--- config.mk ---
export PLATFORM = sky130hd
export DESIGN_NAME = psc_channel_ctrl
export DESIGN_NICKNAME = d
export VERILOG_FILES = /design/src/psc_pkg.sv /design/src/psc_spi_slave.sv /design/src/psc_channel_ctrl.sv
export VERILOG_INCLUDE_DIRS = /design/src
export SDC_FILE = /design/constraint.sdc
export NUM_CORES = 1
export LEC_CHECK = 0
export ABC_AREA = 1
export BUFFER_PORTS_ARGS = -buffer_cell sky130_fd_sc_hd__buf_2
export CAP_MARGIN = 15
export CORE_MARGIN = 3
export CORE_UTILIZATION = 50
export CTS_CLUSTER_DIAMETER = 120
export DETAILED_ROUTE_END_ITERATION = 10
export PLACE_DENSITY_LB_ADDON = 0.12
export SYNTH_ARGS = -nofsm -noshare
export SYNTH_HDL_FRONTEND = slang
export SYNTH_SLANG_ARGS = --single-unit
--- constraint.sdc ---
create_clock -name clk_in -period 1.9 [get_ports clk_in]
set_clock_uncertainty 0.1 [all_clocks]
set_input_delay 0 -clock clk_in [delete_from_list [all_inputs] [get_ports clk_in]]
set_output_delay 0 -clock clk_in [all_outputs]
set_load 0.05 [all_outputs]
--- src/psc_defines.svh ---
`ifndef PSC_DEFINES_SVH
`define PSC_DEFINES_SVH

// ==========================================================
// Frame layout
`define PSC_FRAME_BITS     4'h8
`define PSC_FRAME_WR_BIT   7
`define PSC_FRAME_ADDR_HI  6
`define PSC_FRAME_ADDR_LO  5

// ==========================================================
// Register addresses
`define PSC_ADDR_LOAD      2'h0
`define PSC_ADDR_GUARD     2'h1
`define PSC_ADDR_SETUP     2'h2

// ==========================================================
// Field positions
`define PSC_SETUP_CLEAR_BIT    0
`define PSC_SETUP_COMBINE_BIT  1

// ==========================================================
// Reset values
`define PSC_LOAD_RESET     5'h00
`define PSC_LAMP_RESET     3'h0
`define PSC_COMBINE_RESET  1'h0

`endif

--- src/psc_pkg.sv ---
package psc_pkg;

   // ==========================================================
   // Serial frame as seen by the register bank
   typedef struct packed {
      logic       wr;
      logic [1:0] addr;
      logic [4:0] data;
   } psc_frame_t;

   // Channel vectors that travel together
   typedef struct packed {
      logic [4:0] drive;
      logic [2:0] lamp;
      logic       combine_and;
   } psc_ctrl_t;

endpackage : psc_pkg

--- src/psc_spi_slave.sv ---
`timescale 1ns/10ps
`include "psc_defines.svh"

module psc_spi_slave
(
   input  wire logic                clk_in,
   input  wire logic                rst_n_in,
   input  wire logic                sclk_in,
   input  wire logic                cs_n_in,
   input  wire logic                mosi_in,
   input  wire psc_pkg::psc_frame_t tx_in,
   output      logic                miso_out,
   output      logic                miso_oe_n_out,
   output      psc_pkg::psc_frame_t rx_out,
   output      logic                rx_valid_out
);

   logic [2:0] sclk_q;
   logic [2:0] cs_q;
   logic [1:0] mosi_q;
   logic [7:0] rx_sr_q;
   logic [7:0] tx_sr_q;
   logic [3:0] bit_cnt_q;
   logic       rise;
   logic       fall;
   logic       cs_start;
   logic       cs_end;

   // ==========================================================
   // Input synchronisers
   // Two stages, third only for edge finding
   always_ff @(posedge clk_in or negedge rst_n_in)
   begin
      if (!rst_n_in)
      begin
         sclk_q <= 3'h0;
         cs_q   <= 3'h7;
         mosi_q <= 2'h0;
      end
      else
      begin
         sclk_q <= {sclk_q[1:0], sclk_in};
         cs_q   <= {cs_q[1:0], cs_n_in};
         mosi_q <= {mosi_q[0], mosi_in};
      end
   end

   // Edges from stages two and three
   assign rise     = sclk_q[1] & ~sclk_q[2];
   assign fall     = ~sclk_q[1] & sclk_q[2];
   assign cs_start = ~cs_q[1] & cs_q[2];
   assign cs_end   = cs_q[1] & ~cs_q[2];

   // ==========================================================
   // Receive shifter, sampled on rising clock
   always_ff @(posedge clk_in or negedge rst_n_in)
   begin
      if (!rst_n_in)
      begin
         rx_sr_q   <= 8'h00;
         bit_cnt_q <= 4'h0;
      end
      else if (cs_start)
      begin
         bit_cnt_q <= 4'h0;
      end
      else if (rise && !cs_q[1])
      begin
         rx_sr_q <= {rx_sr_q[6:0], mosi_q[1]};
         if (bit_cnt_q != 4'hf)
         begin
            bit_cnt_q <= bit_cnt_q + 4'h1;
         end
      end
   end

   // Frame hand-over, only whole frames count
   always_ff @(posedge clk_in or negedge rst_n_in)
   begin
      if (!rst_n_in)
      begin
         rx_out       <= '0;
         rx_valid_out <= 1'h0;
      end
      else
      begin
         rx_valid_out <= cs_end && (bit_cnt_q == `PSC_FRAME_BITS);
         if (cs_end && (bit_cnt_q == `PSC_FRAME_BITS))
         begin
            rx_out <= rx_sr_q;
         end
      end
   end

   // ==========================================================
   // Transmit shifter, changes on falling clock
   always_ff @(posedge clk_in or negedge rst_n_in)
   begin
      if (!rst_n_in)
      begin
         tx_sr_q       <= 8'h00;
         miso_out      <= 1'h0;
         miso_oe_n_out <= 1'h1;
      end
      else if (cs_start)
      begin
         tx_sr_q       <= {tx_in[6:0], 1'h0};
         miso_out      <= tx_in[7];
         miso_oe_n_out <= 1'h0;
      end
      else if (cs_end)
      begin
         miso_oe_n_out <= 1'h1;
      end
      else if (fall && !cs_q[1])
      begin
         miso_out <= tx_sr_q[7];
         tx_sr_q  <= {tx_sr_q[6:0], 1'h0};
      end
   end

endmodule : psc_spi_slave

--- src/psc_channel_ctrl.sv ---
`timescale 1ns/10ps
`include "psc_defines.svh"

// ==========================================================
// Summary of operation
// Five drive bits request channels on
// Three lamp bits pick bulb or LED
// Setup bit one picks OR or AND
// Overheat latches channel off, survives logic reset
// Host writes one to clear latches
// Setup bit zero clears all; zero ignored
// Gate on: request active, latch clear
module psc_channel_ctrl
(
   input  wire logic       clk_in,
   input  wire logic       rst_n_in,
   input  wire logic       thermal_rst_n_in,
   input  wire logic       sclk_in,
   input  wire logic       cs_n_in,
   input  wire logic       mosi_in,
   input  wire logic [4:0] chan_pin_in,
   input  wire logic [4:0] over_temp_in,
   output logic            miso_out,
   output logic            miso_oe_n_out,
   output logic [4:0]      gate_on_out,
   output logic [2:0]      lamp_led_out,
   output logic [4:0]      thermal_latch_out
);

   psc_pkg::psc_frame_t rx;
   logic                rx_valid;
   psc_pkg::psc_frame_t tx_q;
   psc_pkg::psc_ctrl_t  ctrl;
   logic [4:0]          drive_q;
   logic [2:0]          lamp_q;
   logic                combine_q;
   logic [4:0]          pin_s1_q;
   logic [4:0]          pin_s2_q;
   logic [4:0]          ot_s1_q;
   logic [4:0]          ot_s2_q;
   logic [4:0]          latch_q;
   logic [4:0]          latch_d;
   logic [4:0]          request;
   logic                wr_load;
   logic                wr_guard;
   logic                wr_setup;
   logic                clear_cmd;

   // ==========================================================
   // Read value of one register
   function automatic logic [4:0] read_reg
   (
      input logic [1:0]         addr,
      input psc_pkg::psc_ctrl_t c
   );
      logic [4:0] v;
      v = 5'h00;
      case (addr)
         `PSC_ADDR_LOAD:  v = c.drive;
         `PSC_ADDR_GUARD: v = {2'h0, c.lamp};
         `PSC_ADDR_SETUP: v = {3'h0, c.combine_and, 1'h0};
         default:         v = 5'h00;
      endcase
      return v;
   endfunction : read_reg

   // ==========================================================
   // Serial port engine
   psc_spi_slave psc_spi_slave_inst
   (
      .clk_in        (clk_in),
      .rst_n_in      (rst_n_in),
      .sclk_in       (sclk_in),
      .cs_n_in       (cs_n_in),
      .mosi_in       (mosi_in),
      .tx_in         (tx_q),
      .miso_out      (miso_out),
      .miso_oe_n_out (miso_oe_n_out),
      .rx_out        (rx),
      .rx_valid_out  (rx_valid)
   );

   // ==========================================================
   // Pin and sensor synchronisers
   always_ff @(posedge clk_in or negedge rst_n_in)
   begin
      if (!rst_n_in)
      begin
         pin_s1_q <= 5'h00;
         pin_s2_q <= 5'h00;
         ot_s1_q  <= 5'h00;
         ot_s2_q  <= 5'h00;
      end
      else
      begin
         pin_s1_q <= chan_pin_in;
         pin_s2_q <= pin_s1_q;
         ot_s1_q  <= over_temp_in;
         ot_s2_q  <= ot_s1_q;
      end
   end

   // ==========================================================
   // Write decode
   assign wr_load   = rx_valid && rx.wr && (rx.addr == `PSC_ADDR_LOAD);
   assign wr_guard  = rx_valid && rx.wr && (rx.addr == `PSC_ADDR_GUARD);
   assign wr_setup  = rx_valid && rx.wr && (rx.addr == `PSC_ADDR_SETUP);
   // One-shot clear, a zero write does nothing
   assign clear_cmd = wr_setup && rx.data[`PSC_SETUP_CLEAR_BIT];

   // Channel drive bits, one per channel
   always_ff @(posedge clk_in or negedge rst_n_in)
   begin
      if (!rst_n_in)
      begin
         drive_q <= `PSC_LOAD_RESET;
      end
      else if (wr_load)
      begin
         drive_q <= rx.data;
      end
   end

   // Lamp type bits; upper write bits ignored
   always_ff @(posedge clk_in or negedge rst_n_in)
   begin
      if (!rst_n_in)
      begin
         lamp_q <= `PSC_LAMP_RESET;
      end
      else if (wr_guard)
      begin
         lamp_q <= rx.data[2:0];
      end
   end

   // Input combine mode
   always_ff @(posedge clk_in or negedge rst_n_in)
   begin
      if (!rst_n_in)
      begin
         combine_q <= `PSC_COMBINE_RESET;
      end
      else if (wr_setup)
      begin
         combine_q <= rx.data[`PSC_SETUP_COMBINE_BIT];
      end
   end

   // Control fields gathered as one carrier
   // One writer per field, single driver each
   assign ctrl = '{drive: drive_q, lamp: lamp_q, combine_and: combine_q};

   // ==========================================================
   // Read answer for the next frame
   always_ff @(posedge clk_in or negedge rst_n_in)
   begin
      if (!rst_n_in)
      begin
         tx_q <= '0;
      end
      else if (rx_valid)
      begin
         tx_q.wr   <= 1'h0;
         tx_q.addr <= rx.addr;
         tx_q.data <= read_reg(rx.addr, ctrl);
      end
      else
      begin
         tx_q.data <= read_reg(tx_q.addr, ctrl);
      end
   end

   // ==========================================================
   // Thermal latches
   // Set wins over a clear in the same cycle
   assign latch_d = (latch_q & ~{5{clear_cmd}}) | ot_s2_q;

   // Own reset so a logic reset keeps the latch
   always_ff @(posedge clk_in or negedge thermal_rst_n_in)
   begin
      if (!thermal_rst_n_in)
      begin
         latch_q <= 5'h00;
      end
      else
      begin
         latch_q <= latch_d;
      end
   end

   // ==========================================================
   // Request combine and gate drive
   assign request = ctrl.combine_and ? (pin_s2_q & ctrl.drive)
                                     : (pin_s2_q | ctrl.drive);

   // Gate off at once when a latch sets
   always_ff @(posedge clk_in or negedge rst_n_in)
   begin
      if (!rst_n_in)
      begin
         gate_on_out <= 5'h00;
      end
      else
      begin
         gate_on_out <= request & ~latch_d;
      end
   end

   // Status outputs
   always_ff @(posedge clk_in or negedge rst_n_in)
   begin
      if (!rst_n_in)
      begin
         lamp_led_out      <= `PSC_LAMP_RESET;
         thermal_latch_out <= 5'h00;
      end
      else
      begin
         lamp_led_out      <= ctrl.lamp;
         thermal_latch_out <= latch_q;
      end
   end

endmodule : psc_channel_ctrl

==> flow_summary.yaml <==
clocking:
  clock_path_buffers: 2
  clk_latency_ns: 0.35
  cts_root_buf: "clkbuf_8"
  cts_buffers: 9
  clk_pin_slew_ns: 0.09
  htreeDepth: 3
  clock_sinks: 92
  cts_tree: "yes"
synthesis:
  synth.distinct_cells: 30
  ys_warn_count: 0
  ys_seq_area_share_pct: 65.9
  synth_top_area_share_pct: 62.9
  ys_ff_latch: 92
  syn-instance-count: 322
  async_reset_ff_share_pct: 100
  synthTopCellsByCount: "dfrtp_1 (88), nand2_1 (71), inv_1 (34)"
  synth_area_leaders: "dfrtp_1 (63%), nand2_1 (7.6%), inv_1 (3.6%)"
  syn-num-nets: 343
  synth_edf_count: 0
  synth.most_common_cell: "dfrtp_1"
  synthFlopType: "dfrtp_1"
  synth_area_um2: 3500
  synth_area_per_cell_um2: 10.9
  synth_largest_area_cell: "dfrtp_1"
grt:
  grtUsageTotal_pct: 15.8
  grt_max_degree: 52
  gr-total-overflow: 0
  grt_pass1_vias: 2213
  antenna_found_initial: 0
  grt_pass1_wl_mm: 10.2
floorplanning:
  die_h_um: 89.7
  ioPinCount: 31
  start_util_pct: 53.3
  core_area_um2: 6570
  die_x_um: 89.7
  rows: 29
  die_area_um2: 8050
layout:
  nets: 398
  fin_area_um2: 4130
  diodes: 0
  layout-drive-gt1-share_pct: 25.9
  syn_to_final_growth_pct: 18.0
  stdcell_count: 475
worst_setup_path:
  critical_path.max_stage_delay_ns: 0.59
  cp-startpoint: "psc_spi_slave_inst.cs_q[1]"
  cp-start-kind: "flip-flop"
  path_buf_inv: 3
  cp_top_family: "flip-flops"
  crit_path_cell_trace: "inv_2, ha_1, inv_2, buf_4, nand4_2, nand2_2, nand2_1, o21ai_1"
  worstPathArrival_ns: 1.89
  crit_fanout: 8
  path_class: "flip-flop to flip-flop"
  cp_slowest_cell: "dfstp_2"
  end_kind: "flip-flop"
  r2r-start: "psc_spi_slave_inst.cs_q[1]"
  crit_path_frequent_cell: "inv_2"
  cp_data_required_time_ns: 2.08
flow_run:
  cap_violations: 0
power:
  leakagePower_nw: 2.00
  p_comb_share_pct: 10.9
  vdd_drop_max_v: 0.000745
  p_int_mw: 2.95
  switching_power_mw: 1.06
  p_seq_share_pct: 56.0
  p_clk_share_pct: 33.0
  p_sw_share_pct: 26.5
  p_per_area_nw_per_um2: 971
sta:
  setup_violations: 0
  tightest_slew_ns: 0.486
  maxSlewViolCount: 0
  fin_crit_sh_pct: 90.2
  setup_tns_ns: 0
  fmax_mhz: 584
  min_period_ns: 1.71
  max_slew_margin_pct: 67.6
  rsz0062_at_grt: "false"
  hold_viol_final: 0
drt:
  postRouteAntennaNets: 0
  first_iter_violations: 103
  wl_per_cell_um: 12.2
  viasPerCell: 4.59
  dr_total_vias: 2180
  firstDrtPassIters: 4
  wl_mm: 5.77
  drc: 0
placed_design:
  placed_cell_area_um2: 3740
  io_buffers: 30
  placed_cells: 441
  dp_hpwl_mm: 3.93
  gp_congestion: 0.868
status:
  outcome: "finished, final reports clean"
hold_path:
  hold_class: "primary input to async pin"
## through the flow
step           hold WS [ns]  power [mW]  setup WS, ns  util (%)
2_1_floorplan        -0.396        2.57         0.291         -
3_3_place_gp         -0.272        2.69         0.195      57.0
3_5_place_dp         -0.272        2.70         0.141      57.0
4_1_cts              0.0573        4.06         0.135      62.6
5_1_grt              0.0750        4.23        0.0430      62.9
6_report             0.0524        4.01         0.186      62.9
## flip-flops by register name, indices dropped and copies added (netlist names), 4 cells and up
| name | count |
|---|---|
| drive_q | 5 |
| gate_on_out | 5 |
| latch_q | 5 |
| ot_s1_q | 5 |
| ot_s2_q | 5 |
| pin_s1_q | 5 |
| pin_s2_q | 5 |
| psc_spi_slave_inst.bit_cnt_q | 4 |
| psc_spi_slave_inst.rx_out | 8 |
| psc_spi_slave_inst.rx_sr_q | 8 |
| psc_spi_slave_inst.tx_sr_q | 7 |
| thermal_latch_out | 5 |
| tx_q | 7 |
## power by group through the flow
stage	registers, mW	logic, mW	clock network, mW
global route	2.27	0.509	1.45
detailed placement	2.28	0.419	0
floorplan	2.28	0.286	0
finish	2.25	0.439	1.33
CTS	2.25	0.444	1.37
global placement	2.28	0.409	0
## final timing paths
path | endpoint | slack, ns | depth (start not counted)
setup / recovery | psc_spi_slave_inst.bit_cnt_q[1] | 0.19 | 8
hold / removal | psc_spi_slave_inst.bit_cnt_q[2] | 0.05 | 2
setup reg to reg | psc_spi_slave_inst.bit_cnt_q[1] | 0.19 | 8
hold reg to reg | pin_s2_q[0] | 0.25 | 0
max in group asynchronous | psc_spi_slave_inst.cs_q[0] | 0.98 | 3
min in group clk_in | psc_spi_slave_inst.mosi_q[0] | 0.19 | 2
## layout by cell type, fill, tap and decap left out, drive strengths merged, types with 2 or more instances in the layout
cell         count
a211oi           2
a21oi            7
buf             35
clkbuf          10
clkinv           2
dfrtp           88
dfstp            4
dlygate4sd3     16
ha               5
inv             41
nand2           87
nand3           11
nand4            2
nor2            19
o21ai           42
o22ai            2
or2              4
## kinds of logic (layout without fill, tap and decap cells)
| logic type | after synthesis | after routing | synth area share [%] |
|---|---|---|---|
| flops | 92 | 92 | 65.9 |
| fa+ha+maj | 6 | 6 | 2.07 |
| compound gates | 53 | 53 | 8.54 |
| buf+inv | 46 | 106 | 5.96 |
| xor+xnor | 1 | 1 | 0.250 |
| simple gates | 124 | 124 | 17.3 |
## routing by layer
metal	GRT usage (%)	share of wire [%]
met5	0	0
met4	4.47	1.1
met3	5.01	3.9
met2	25.6	47
met1	20.6	48
## final cells by class
class	count	area, µm²
clock inverter	6	68.8
timing repair buffer	51	363
multi-input combinational	184	995
inverter	39	146
clock buffer	10	138
sequential	92	2310
fill	545	2430
tap	93	116
## repair_timing
action / CTS / global route
hold endpoints to repair: 102 / 0
gates resized for setup: 0 / 1
setup buffers: 0 / 2
endpoints found under the setup margin: 0 / 8
hold buffers: 16 / 0
(Power assumes the default switching activity.)
